--- src/hdl/cowl_pkg.sv ---
// Shared constants and types for the cascaded one-wire LED switch slave.
package cowl_pkg;

  // System clock rate and derived cycle scales.
  localparam int CLK_HZ = 200_000_000;
  localparam int CYC_PER_US = CLK_HZ / 1_000_000;
  localparam int CYC_PER_MS = CLK_HZ / 1_000;

  // Times in their own units.
  localparam int RESET_TIME_MS = 12;
  localparam int SYNC_TIMEOUT_MS = 9;
  localparam int GAP_MAX_MS = 10;
  localparam int BIT_PERIOD_MIN_US = 10;
  localparam int BIT_PERIOD_MAX_US = 100;
  localparam int FAULT_DEGLITCH_TIME_US = 10;

  // Cycle counts; every figure divides evenly at 200 MHz, so no rounding is needed.
  localparam int RESET_CYC = RESET_TIME_MS * CYC_PER_MS;
  localparam int SYNC_TIMEOUT_CYC = SYNC_TIMEOUT_MS * CYC_PER_MS;
  localparam int GAP_MAX_CYC = GAP_MAX_MS * CYC_PER_MS;
  localparam int BIT_PERIOD_MIN_CYC = BIT_PERIOD_MIN_US * CYC_PER_US;
  localparam int BIT_PERIOD_MAX_CYC = BIT_PERIOD_MAX_US * CYC_PER_US;
  localparam int DEGLITCH_CYC = FAULT_DEGLITCH_TIME_US * CYC_PER_US;

  // Counter widths: edge timer (up to 65535 cycles) and long timer (up to about 21 ms).
  localparam int EDGE_W = 16;
  localparam int LONG_W = 22;

  // Pulse classification limits in quarters of the measured bit period.
  localparam logic [3:0] Q_ZERO = 4'h0;
  localparam logic [3:0] Q_SHORT_HI = 4'h3;
  localparam logic [3:0] Q_ON_HI = 4'h6;
  localparam logic [3:0] Q_LATCH_HI = 4'hA;
  localparam logic [3:0] Q_PER_LO = 4'h3;
  localparam logic [3:0] Q_PER_HI = 4'h5;
  localparam logic [3:0] Q_STOP = 4'h6;

  // Receive sequencer states.
  typedef enum logic [2:0] {
    COWL_IDLE,
    COWL_SYNC,
    COWL_SYNC_END,
    COWL_GAP,
    COWL_DLOW,
    COWL_DHIGH,
    COWL_DLOW2,
    COWL_STOP
  } cowl_rx_state_t;

  // Decoded frame kinds.
  typedef enum logic [1:0] {
    COWL_CMD_ON,
    COWL_CMD_OFF,
    COWL_CMD_LATCH
  } cowl_cmd_t;

endpackage

--- src/hdl/cowl_slave.sv ---
// One-wire cascaded LED switch slave: frame decoder, pass-through, buffer, latch and fault flag.
`timescale 1ns/1ps
`default_nettype none

module cowl_slave #(
  parameter int RESET_CYCLES = cowl_pkg::RESET_CYC,
  parameter int SYNC_TIMEOUT_CYCLES = cowl_pkg::SYNC_TIMEOUT_CYC,
  parameter int GAP_MAX_CYCLES = cowl_pkg::GAP_MAX_CYC,
  parameter int BIT_PERIOD_MIN_CYCLES = cowl_pkg::BIT_PERIOD_MIN_CYC,
  parameter int BIT_PERIOD_MAX_CYCLES = cowl_pkg::BIT_PERIOD_MAX_CYC,
  parameter int DEGLITCH_CYCLES = cowl_pkg::DEGLITCH_CYC
) (
  input wire logic sys_clk_in,
  input wire logic srst_in,
  input wire logic data_line_in,
  output logic data_line_out,
  input wire logic open_detect_on_threshold_in,
  input wire logic open_detect_off_threshold_in,
  input wire logic open_string_in,
  input wire logic shared_fault_flag_n_in,
  output logic shared_fault_flag_n_out,
  output logic shared_fault_flag_n_oe_out,
  output logic full_current_out,
  output logic recovery_test_current_out,
  output logic switch_closed_out
);

  localparam int EW = cowl_pkg::EDGE_W;
  localparam int LW = cowl_pkg::LONG_W;
  localparam logic [LW-1:0] SYNC_TO_L = LW'(SYNC_TIMEOUT_CYCLES);
  localparam logic [LW-1:0] GAP_MAX_L = LW'(GAP_MAX_CYCLES);
  localparam logic [EW-1:0] TC_LO = EW'(BIT_PERIOD_MIN_CYCLES / 4 * int'(cowl_pkg::Q_PER_LO));
  localparam logic [EW-1:0] TC_HI = EW'(BIT_PERIOD_MAX_CYCLES / 4 * int'(cowl_pkg::Q_PER_HI));

  typedef struct packed {
    cowl_pkg::cowl_rx_state_t st;
    cowl_pkg::cowl_cmd_t cmd;
    logic din;
    logic [EW-1:0] cnt;
    logic [EW-1:0] tc;
    logic [1:0] nfall;
    logic [LW-1:0] lng;
    logic buf_val;
    logic buf_full;
    logic sw_closed;
    logic led_on;
    logic det_en;
    logic dout;
    logic full_cur;
    logic rtr_cur;
    logic flag_oe;
  } cowl_core_t;

  localparam cowl_core_t CORE_RST = '{
    st: cowl_pkg::COWL_IDLE,
    cmd: cowl_pkg::COWL_CMD_OFF,
    din: 1'b1,
    dout: 1'b1,
    default: '0
  };

  cowl_core_t q;
  cowl_core_t d;
  logic fall;
  logic rise;
  logic line_reset;
  logic open_fault;
  logic [EW-1:0] quarter;

  ////////////////////////////////////////////////////////////////////////////
  // Helpers.

  // True when x lies in [lo*q, hi*q), q being a quarter bit period.
  function automatic logic cowl_in_band(input logic [EW-1:0] x, input logic [EW-1:0] qp,
                                        input logic [3:0] lo, input logic [3:0] hi);
    logic [EW+3:0] lo_lim;
    logic [EW+3:0] hi_lim;
    lo_lim = {4'h0, qp} * {{EW{1'b0}}, lo};
    hi_lim = {4'h0, qp} * {{EW{1'b0}}, hi};
    return ({4'h0, x} >= lo_lim) && ({4'h0, x} < hi_lim);
  endfunction

  // Line edges against the previous sampled level.
  assign fall = q.din & ~data_line_in;
  assign rise = ~q.din & data_line_in;
  assign quarter = q.tc >> 2;

  // Long-low detector for the line reset.
  cowl_hold_timer #(.HOLD_CYCLES(RESET_CYCLES)) u_reset_timer (
    .sys_clk_in(sys_clk_in),
    .srst_in(srst_in),
    .level_in(~data_line_in),
    .held_out(line_reset)
  );

  // Deglitch filter for the open-string condition, only while detection is enabled.
  cowl_hold_timer #(.HOLD_CYCLES(DEGLITCH_CYCLES)) u_open_deglitch (
    .sys_clk_in(sys_clk_in),
    .srst_in(srst_in),
    .level_in(q.det_en & open_string_in),
    .held_out(open_fault)
  );

  ////////////////////////////////////////////////////////////////////////////
  // Next-state logic.

  // Frame decoder, buffer and switch control, fault and output drive.
  always_comb begin
    d = q;
    d.din = data_line_in;
    if (q.cnt != '1) begin
      d.cnt = q.cnt + 1'b1;
    end
    case (q.st)
      cowl_pkg::COWL_IDLE: begin
        if (fall) begin
          d.st = cowl_pkg::COWL_SYNC;
          d.cnt = '0;
          d.nfall = '0;
          d.lng = '0;
        end
      end
      cowl_pkg::COWL_SYNC: begin
        d.lng = q.lng + 1'b1;
        if (q.lng >= SYNC_TO_L) begin
          d.st = cowl_pkg::COWL_IDLE;
        end else if (fall) begin
          d.cnt = '0;
          if (q.nfall == 2'h0) begin
            // First sync period sets the bit period.
            d.tc = q.cnt;
            d.nfall = 2'h1;
            if (q.cnt < TC_LO || q.cnt > TC_HI) begin
              d.st = cowl_pkg::COWL_IDLE;
            end
          end else if (!cowl_in_band(q.cnt, quarter, cowl_pkg::Q_PER_LO, cowl_pkg::Q_PER_HI)) begin
            d.st = cowl_pkg::COWL_IDLE;
          end else if (q.nfall == 2'h2) begin
            d.st = cowl_pkg::COWL_SYNC_END;
          end else begin
            d.nfall = q.nfall + 1'b1;
          end
        end else if (q.cnt > TC_HI) begin
          d.st = cowl_pkg::COWL_IDLE;
        end
      end
      cowl_pkg::COWL_SYNC_END: begin
        // Last sync low half; its rise completes the sync.
        if (rise) begin
          d.st = cowl_pkg::COWL_GAP;
          d.cnt = '0;
          d.lng = '0;
        end else if (q.cnt >= q.tc) begin
          d.st = cowl_pkg::COWL_IDLE;
        end
      end
      cowl_pkg::COWL_GAP: begin
        d.lng = q.lng + 1'b1;
        if (q.lng >= GAP_MAX_L) begin
          d.st = cowl_pkg::COWL_IDLE;
        end else if (fall) begin
          d.st = cowl_pkg::COWL_DLOW;
          d.cnt = '0;
        end
      end
      cowl_pkg::COWL_DLOW: begin
        // Low length picks the frame: half period off, one period on, two latch.
        if (rise) begin
          d.cnt = '0;
          if (cowl_in_band(q.cnt, quarter, cowl_pkg::Q_ZERO, cowl_pkg::Q_SHORT_HI)) begin
            d.st = cowl_pkg::COWL_DHIGH;
          end else if (cowl_in_band(q.cnt, quarter, cowl_pkg::Q_SHORT_HI, cowl_pkg::Q_ON_HI)) begin
            d.st = cowl_pkg::COWL_STOP;
            d.cmd = cowl_pkg::COWL_CMD_ON;
          end else if (cowl_in_band(q.cnt, quarter, cowl_pkg::Q_ON_HI, cowl_pkg::Q_LATCH_HI)) begin
            d.st = cowl_pkg::COWL_STOP;
            d.cmd = cowl_pkg::COWL_CMD_LATCH;
          end else begin
            d.st = cowl_pkg::COWL_IDLE;
          end
        end else if (!cowl_in_band(q.cnt, quarter, cowl_pkg::Q_ZERO, cowl_pkg::Q_LATCH_HI)) begin
          d.st = cowl_pkg::COWL_IDLE;
        end
      end
      cowl_pkg::COWL_DHIGH: begin
        if (fall) begin
          d.cnt = '0;
          if (cowl_in_band(q.cnt, quarter, cowl_pkg::Q_PER_LO, cowl_pkg::Q_PER_HI)) begin
            d.st = cowl_pkg::COWL_DLOW2;
          end else begin
            d.st = cowl_pkg::COWL_IDLE;
          end
        end else if (!cowl_in_band(q.cnt, quarter, cowl_pkg::Q_ZERO, cowl_pkg::Q_PER_HI)) begin
          d.st = cowl_pkg::COWL_IDLE;
        end
      end
      cowl_pkg::COWL_DLOW2: begin
        if (rise) begin
          d.cnt = '0;
          d.cmd = cowl_pkg::COWL_CMD_OFF;
          d.st = cowl_pkg::COWL_STOP;
          if (!cowl_in_band(q.cnt, quarter, cowl_pkg::Q_ZERO, cowl_pkg::Q_SHORT_HI)) begin
            d.st = cowl_pkg::COWL_IDLE;
          end
        end else if (!cowl_in_band(q.cnt, quarter, cowl_pkg::Q_ZERO, cowl_pkg::Q_SHORT_HI)) begin
          d.st = cowl_pkg::COWL_IDLE;
        end
      end
      cowl_pkg::COWL_STOP: begin
        // Stop must stay high for one and a half periods before the frame is acted on.
        if (fall) begin
          d.st = cowl_pkg::COWL_IDLE;
        end else if (!cowl_in_band(q.cnt, quarter, cowl_pkg::Q_ZERO, cowl_pkg::Q_STOP)) begin
          d.st = cowl_pkg::COWL_IDLE;
          if (q.cmd == cowl_pkg::COWL_CMD_LATCH) begin
            if (q.buf_full) begin
              d.led_on = q.buf_val;
            end
            d.buf_full = 1'b0;
            d.sw_closed = 1'b0;
          end else if (!q.buf_full) begin
            d.buf_val = (q.cmd == cowl_pkg::COWL_CMD_ON);
            d.buf_full = 1'b1;
            d.sw_closed = 1'b1;
          end
          // A full buffer leaves on/off frames to pass through untouched.
        end
      end
      default: begin
        d.st = cowl_pkg::COWL_IDLE;
      end
    endcase
    // A long low aborts everything in progress and opens the switch.
    if (line_reset) begin
      d.st = cowl_pkg::COWL_IDLE;
      d.buf_full = 1'b0;
      d.sw_closed = 1'b0;
    end
    // Open detection enable with hysteresis from two threshold comparators.
    if (open_detect_on_threshold_in) begin
      d.det_en = 1'b1;
    end else if (open_detect_off_threshold_in) begin
      d.det_en = 1'b0;
    end
    // Pass-through: an open switch holds the downstream line at idle high.
    d.dout = d.sw_closed ? data_line_in : 1'b1;
    // Fault drive and current source control.
    d.flag_oe = open_fault;
    d.full_cur = q.led_on & ~open_fault & shared_fault_flag_n_in;
    d.rtr_cur = q.led_on & open_fault;
  end

  ////////////////////////////////////////////////////////////////////////////
  // State register and outputs.

  // Reset leaves standby, switch open and output off.
  always_ff @(posedge sys_clk_in) begin
    if (srst_in) begin
      q <= CORE_RST;
    end else begin
      q <= d;
    end
  end

  // Outputs taken directly from the state register, flag data tied low; the flag pin only ever pulls low.
  assign data_line_out = q.dout;
  assign shared_fault_flag_n_out = 1'b0;
  assign shared_fault_flag_n_oe_out = q.flag_oe;
  assign full_current_out = q.full_cur;
  assign recovery_test_current_out = q.rtr_cur;
  assign switch_closed_out = q.sw_closed;

endmodule // cowl_slave

`default_nettype wire

--- src/hdl/cowl_hold_timer.sv ---
// Level hold timer: flags a level that has stood for a set number of cycles.
`timescale 1ns/1ps
`default_nettype none

module cowl_hold_timer #(
  parameter int HOLD_CYCLES = 16
) (
  input wire logic sys_clk_in,
  input wire logic srst_in,
  input wire logic level_in,
  output logic held_out
);

  localparam int CW = $clog2(HOLD_CYCLES + 1);
  localparam logic [CW-1:0] LIMIT = CW'(HOLD_CYCLES);

  typedef struct packed {
    logic [CW-1:0] cnt;
    logic held;
  } cowl_hold_t;

  cowl_hold_t q;
  cowl_hold_t d;

  // Count consecutive cycles of the level; any break restarts the count.
  always_comb begin
    d = q;
    if (!level_in) begin
      d.cnt = '0;
    end else if (q.cnt != LIMIT) begin
      d.cnt = q.cnt + 1'b1;
    end
    d.held = level_in && (d.cnt == LIMIT);
  end

  // State register.
  always_ff @(posedge sys_clk_in) begin
    if (srst_in) begin
      q <= '0;
    end else begin
      q <= d;
    end
  end

  assign held_out = q.held;

endmodule // cowl_hold_timer

`default_nettype wire

--- config.mk ---
export PLATFORM = sky130hd
export DESIGN_NAME = cowl_slave
export DESIGN_NICKNAME = d
export VERILOG_FILES = /design/src/hdl/cowl_pkg.sv /design/src/hdl/cowl_slave.sv /design/src/hdl/cowl_hold_timer.sv
export SDC_FILE = /design/constraint.sdc
export NUM_CORES = 1
export LEC_CHECK = 0
export BUFFER_PORTS_ARGS = -buffer_cell sky130_fd_sc_hd__buf_2
export CAP_MARGIN = 20
export CORE_AREA = 2 2 89 155
export DETAILED_ROUTE_END_ITERATION = 7
export DIE_AREA = 0 0 91 157
export PLACE_DENSITY = 0.84
export SLEW_MARGIN = 20
export SYNTH_ARGS = -nofsm -noshare
export SYNTH_HDL_FRONTEND = slang
export SYNTH_SLANG_ARGS = --single-unit
--- constraint.sdc ---
create_clock -name sys_clk_in -period 5.4 [get_ports sys_clk_in]
set_input_delay 1.08 -clock sys_clk_in [delete_from_list [all_inputs] [get_ports sys_clk_in]]
set_output_delay 1.08 -clock sys_clk_in [all_outputs]
set_load 0.01 [all_outputs]
* Yosys cells after proc, flatten, opt, wreduce, memory -nomap -nowiden
Index checks and enable logic that the tools add are counted.
** Storage, ports and cells
- Register bits after elaboration :: 106
- Bits of input ports :: 7
- Output and inout bits :: 6
- Logic and storage cells :: 179
** Cells by class
- $add $sub $neg :: 5
- Multipliers :: 4
- $lt $le $gt $ge :: 12
- Equality and inequality tests :: 33
- Mux-type cells :: 60
- Bitwise gates (word level) :: 15
- Reductions and logical operators :: 30
** Operators by type and width (number)
- $mux 16 :: 5
- $mux 3 :: 24
- $mux 34 :: 2
- $mux 22 :: 3
- $pmux 22 s3 :: 1
- $pmux 16 s4 :: 1
- $add 22x1->22 const B :: 2
- $ge 22x21->1 const B :: 2
- $lt 16x17->1 :: 2
- $mul 14x3->17 const B :: 2
- $mul 14x2->16 const B :: 2
- $ne 3x3->1 const B :: 9
- $mux 24 :: 1
- $pmux 3 s8 :: 1
- $eq 22x22->1 const B :: 1
- $mux 11 :: 2
- $mux 2 :: 11
- $ne 22x22->1 const B :: 1
- $ge 16x19->1 :: 1
- $ge 16x18->1 :: 1
- $lt 16x18->1 :: 1
- $add 16x1->16 const B :: 1
- $ge 16x1->1 const B :: 1
- $ge 16x16->1 :: 1
- 34 further kinds :: 81

* Logic depth before layout (Yosys ltp)
- Depth after elaboration :: 9
- Gate-level depth with buffers :: 21

* By module
From an unflattened synthesis, not the netlist that was laid out.
** Unflattened totals
- Cell total of the unflattened synthesis :: 1029
- Area, all modules :: 8336.7 um^2
** Modules (own cells, without submodules)
- cowl_slave :: instances 1, cells each 801, area each 6392.4 um^2
- cowl_hold_timer (u_reset_timer) :: instances 1, cells each 156, area each 1275.0 um^2
- cowl_hold_timer (u_open_deglitch) :: instances 1, cells each 72, area each 669.4 um^2

* Worst setup path after synthesis
Ideal clock, no wire load.
- Kind :: register to register
- Start point :: register q[36] in the netlist's numbering
- End point :: register q[70] in the netlist's numbering
- Data arrival time :: 3.948 ns
- Setup slack :: 1.322 ns
- Cell stages (with the launch flop) :: 20
- Buffers on the path :: 0
- Period minus slack after synthesis :: 4.078 ns
- Cell sequence :: dfxtp_1 > ha_1 > fa_1 > a21oi_1 > o21ai_1 > nand3_1 > nand2_1 > a21oi_1 > xor2_1 > ha_1 > nand2_1 > a21oi_1 > a211oi_1 > nand3_1 > maj3_2 > a311oi_1 > nor4_1 > nor4_4 > nand4_1 > nor4b_2
** On the way
- Longest elaborated chain between the ends :: 8
** Ends and longest elaborated chain
- from (decl) :: line cowl_slave.sv:62 : cowl_core_t q;
- from (signal assigned) :: line cowl_slave.sv:259 : q <= CORE_RST;
- from (signal assigned) :: line cowl_slave.sv:261 : q <= d;
- $mul 14x2->16 / $mul 14x3->17 (equally long branches) :: line cowl_slave.sv:78, cowl_slave.sv:79
- $ge 16x19->1, or another cell as far along :: line cowl_slave.sv:80 : return ({4'h0, x} >= lo_lim) && ({4'h0, x} < hi_lim);
- $logic_and 1x1->1 :: line cowl_slave.sv:80
- $mux 3, on equally long branches :: line cowl_slave.sv:175, cowl_slave.sv:136
- $mux 5 / $mux 3 (equally long branches) :: line cowl_slave.sv:172, cowl_slave.sv:129
- $mux 3, on equally long branches :: line cowl_slave.sv:170, cowl_slave.sv:127
- $mux 3, on equally long branches :: line cowl_slave.sv:168, cowl_slave.sv:125
- $pmux 3 s8 :: line cowl_slave.sv:114 : case (q.st)
Parallel ways exist; a longest one is shown, timed or not.
A chain may end at the register's enable or synchronous reset.

* Final worst setup path
- Start point :: register q[36] in the netlist's numbering
- End point :: register q[31] in the netlist's numbering
** On the way
- Longest elaborated chain between the ends :: 5
** Ends and longest elaborated chain (line)
- $mul 14x2->16 / $mul 14x3->17 (equally long branches) :: cowl_slave.sv:78, cowl_slave.sv:79
- $ge 16x18->1 / $lt 16x17->1 (equally long branches) :: cowl_slave.sv:80
- $logic_and 1x1->1 (*) :: cowl_slave.sv:80
- $ne 3x3->1 (no source line) (*)
- $reduce_and 6->1 (no source line) (*)
Mark *: on every way between the ends. The rest lies on a longest branch, timed or not.

==> impl_metrics.env <==
export IMPL_run_status="finished, final reports clean"
export IMPL_synthArstFlopShare_pct=0
export IMPL_drc=0
export IMPL_detailedRoute_firstPassIterationCount=5
export IMPL_gr_usage_all_layers_pct=28.3
export IMPL_postCtsResizedCells=0
export IMPL_crit_path_max_fanout=6
export IMPL_yosys_top_cells_area="sky130_fd_sc_hd__dfxtp_1 (26%), sky130_fd_sc_hd__ha_1 (18%), sky130_fd_sc_hd__nor2_1 (5.8%)"
export IMPL_timing_fmax_ghz=0.213
export IMPL_yosys_cell_types_count=76
export IMPL_rsz0062_at_grt="false"
export IMPL_start_point_of_the_critical_path="q[36]$_SDFFE_PP0P_"
export IMPL_yosys_warnings=0
export IMPL_postSynthCellCount=1033
export IMPL_antenna_cells=0
export IMPL_ys_flop_type="sky130_fd_sc_hd__dfxtp_1"
export IMPL_finalHoldViolCount=0
export IMPL_insertion_delay_ps=360
export IMPL_ys_top_cells_by_count="sky130_fd_sc_hd__nor2_1 (129), sky130_fd_sc_hd__ha_1 (121), sky130_fd_sc_hd__dfxtp_1 (106)"
export IMPL_gr_total_overflow=0
export IMPL_detail_route_wl_per_cell_um=16.4
export IMPL_ys_seq_area_share_pct=25.5
export IMPL_tritoncts="yes"
export IMPL_seqPwrFrac_pct=45.9
export IMPL_place_hpwl_um=15000
export IMPL_worst_setup_path_start_kind="flop"
export IMPL_slew_limit_headroom_pct=52.2
export IMPL_slowest_stage="sky130_fd_sc_hd__dfxtp_1"
export IMPL_cp_endpoint_kind="flop"
export IMPL_dieWidth_um=91
export IMPL_tightest_slew_ps=709
export IMPL_synthDominantAreaCellType="sky130_fd_sc_hd__dfxtp_1"
export IMPL_drive_gt1_share_pct=4.66
export IMPL_pin_count=13
export IMPL_synth_ff_latch_count=106
export IMPL_mappedNetlistNets=1163
export IMPL_crit_path_largest_cell_delay_ps=470
export IMPL_r2r_cells=20
export IMPL_cts_root_buffer_cell="sky130_fd_sc_hd__clkbuf_16"
export IMPL_cp_arrival_ps=4920
export IMPL_max_vdd_ir_drop_v=0.000204
export IMPL_fin_nets=1156
export IMPL_power_switching_mw=0.590
export IMPL_synth_enable_flop_cells=0
export IMPL_synth_area_um2=8320
export IMPL_post_cts_repair_setup_buffers=0
export IMPL_clk_path_buf_depth=2
export IMPL_initial_utilization_pct=64.3
export IMPL_grt_antenna_before_repair=0
export IMPL_largest_net_degree_at_the_start_of_global_routing=34
export IMPL_grt_first_pass_wirelength_um=33100
export IMPL_drt_total_wl_um=19700
export IMPL_port_buffers=11
export IMPL_min_period_over_period_pct=86.9
export IMPL_intPower_mw=1.25
export IMPL_finalCriticalPeriod_ps=4690
export IMPL_areaGrowthSynthToFinish_pct=5.59
export IMPL_crit_required_ps=5630
export IMPL_routabilityCongestion=0.898
export IMPL_die_h_um=157
export IMPL_drv_cap=0
export IMPL_routed_via_count=7533
export IMPL_reg_to_reg_critical_path_endpoint="q[31]$_SDFFE_PP0P_"
export IMPL_final_max_slew_viol_count=0
export IMPL_synth_avg_cell_area_um2=8.05
export IMPL_cts_max_level=3
export IMPL_reg2reg_setup_slack_ps=710
export IMPL_netlist_area_leader_share_pct=25.5
export IMPL_vias_per_cell=6.27
export IMPL_finalHoldWorstSlack_ps=439
export IMPL_placement_rows=55
export IMPL_clock_power_share_pct=37.1
export IMPL_timing_setup_tns_ps=0
export IMPL_final_core_util_pct=67.9
export IMPL_timing_clock_skew_ps=13.2
export IMPL_worst_setup_path_type="flop to flop"
export IMPL_worstPathCellList="ha_1 -> ha_1 -> inv_1 -> fa_1 -> nor2b_1 -> o31a_1 -> o21ai_0 -> nor2b_1 -> o21bai_1 -> a21oi_1 -> xor2_1 -> ha_1 -> o211ai_1 -> a21oi_1 -> a211oi_1 -> a21boi_0 -> nor3_1 -> o31a_1 -> mux2i_1 -> nor2_1"
export IMPL_drt_antenna_violating_nets=0
export IMPL_p_per_area_nw_per_um2=209
export IMPL_p_leak_nw=3.65
export IMPL_first_global_vias=7441
export IMPL_clk_transition_reported_paths_ps=80
export IMPL_clock_sink_count=106
export IMPL_drt_iter0_drc=436
export IMPL_worst_setup_path_endpoint="q[31]$_SDFFE_PP0P_"
export IMPL_tritoncts_num_buffers=9
export IMPL_comb_power_share_pct=17.0
export IMPL_cts_hold_repair_buffers=0
export IMPL_setup_viol=0
export IMPL_hold_path_class="flop to flop"
export IMPL_timing_critical_path_mode_cell="sky130_fd_sc_hd__ha_1"
export IMPL_fp_coreArea_um2=12900
export IMPL_post_synth_top_count_cell="sky130_fd_sc_hd__nor2_1"
export IMPL_die_outline_area_um2=14300
export IMPL_netSwitchingFraction_pct=32.1
export IMPL_timing_rr_start="q[36]$_SDFFE_PP0P_"
critical path, delay by kind of cell, from the launching register on:
family	cells	cell delay, ps
AO/OA/AOI/OAI	9	1730
XOR/XNOR	1	260
adder cells (fa/ha/maj)	4	1020
buffers and inverters	1	90
flip-flops	1	470
multiplexers	1	190
AND/OR/NAND/NOR	4	810
routing by layer:
metal	global-route usage [%]	vias to the layer above	share of wire [%]
li1	-	3720	-
met3	3.40	56	3.3
met5	0	-	0
met2	54.9	190	54
met1	29.8	3567	39
met4	13.1	0	3.6
power groups by stage:
stage / Combinational [mW] / Sequential, mW / Clock (mW)
3_5_place_dp: 0.306 / 0.859 / 0
5_1_grt: 0.347 / 0.847 / 0.714
3_3_place_gp: 0.300 / 0.858 / 0
4_1_cts: 0.308 / 0.841 / 0.684
6_report: 0.312 / 0.843 / 0.681
2_1_floorplan: 0.254 / 0.834 / 0
registers in the layout, summed over array words and instances (netlist names):
name,flops
shared_fault_flag_n_oe_out,1
u_open_deglitch.held_out,1
q,66
u_reset_timer.q,22
full_current_out,1
data_line_out,1
recovery_test_current_out,1
u_open_deglitch.q,11
switch_closed_out,1
u_reset_timer.held_out,1
final cells by class:
cell class / instances / area, µm²
clock inverter: 7 / 75.1
inverter: 54 / 203
multi-input combinational: 841 / 5870
timing repair buffer: 14 / 77.6
sequential: 106 / 2120
clock buffer: 9 / 225
fill: 1103 / 4150
tap: 171 / 214
placed cells by master, fill, tap and decap left out, types with 13 or more instances in the layout:
cell type / count
sky130_fd_sc_hd__ha_1: 121
sky130_fd_sc_hd__dfxtp_1: 106
sky130_fd_sc_hd__nor3_1: 33
sky130_fd_sc_hd__xnor2_1: 29
sky130_fd_sc_hd__a211oi_1: 15
sky130_fd_sc_hd__a21oi_1: 60
sky130_fd_sc_hd__inv_1: 54
sky130_fd_sc_hd__xor2_1: 45
sky130_fd_sc_hd__nor2_1: 129
sky130_fd_sc_hd__nor2b_1: 13
sky130_fd_sc_hd__nand2_1: 64
sky130_fd_sc_hd__mux2i_1: 21
sky130_fd_sc_hd__and3_1: 14
sky130_fd_sc_hd__nand3_1: 54
sky130_fd_sc_hd__nand2b_1: 17
sky130_fd_sc_hd__nand4_1: 28
sky130_fd_sc_hd__o21ai_0: 46
worst min-delay path by stage:
stage	startpoint	depth (start not counted)	slack, ps	end
floorplan	u_open_deglitch.held_out$_SDFF_PP0_	1	410	full_current_out$_SDFF_PP0_
global placement	u_open_deglitch.held_out$_SDFF_PP0_	1	420	full_current_out$_SDFF_PP0_
detailed placement	u_open_deglitch.held_out$_SDFF_PP0_	1	420	full_current_out$_SDFF_PP0_
CTS	u_open_deglitch.held_out$_SDFF_PP0_	1	430	full_current_out$_SDFF_PP0_
global route	u_open_deglitch.held_out$_SDFF_PP0_	1	470	full_current_out$_SDFF_PP0_
finish	u_open_deglitch.held_out$_SDFF_PP0_	1	440	full_current_out$_SDFF_PP0_
kinds of logic after synthesis:
logic type,after synthesis,synth area share [%]
fa+ha+maj,126,19.1
compound gates,215,16.8
xor+xnor,75,7.99
other cells,1,0.0451
buf+inv,86,3.96
mux,22,2.66
simple gates,402,24.0
flops,106,25.5
stage by stage:
stage	power (mW)	cell area, µm²	setup WS [ps]	cells
after CTS	1.83	8780	791	1202
after detailed placement	1.17	8480	831	1186
after global routing	1.91	8780	378	1202
final	1.84	8780	707	1202
after floorplan	1.09	8320	1320	1033
after global placement	1.16	8480	938	1186
No activity file was read; power rests on OpenSTA's default activity.
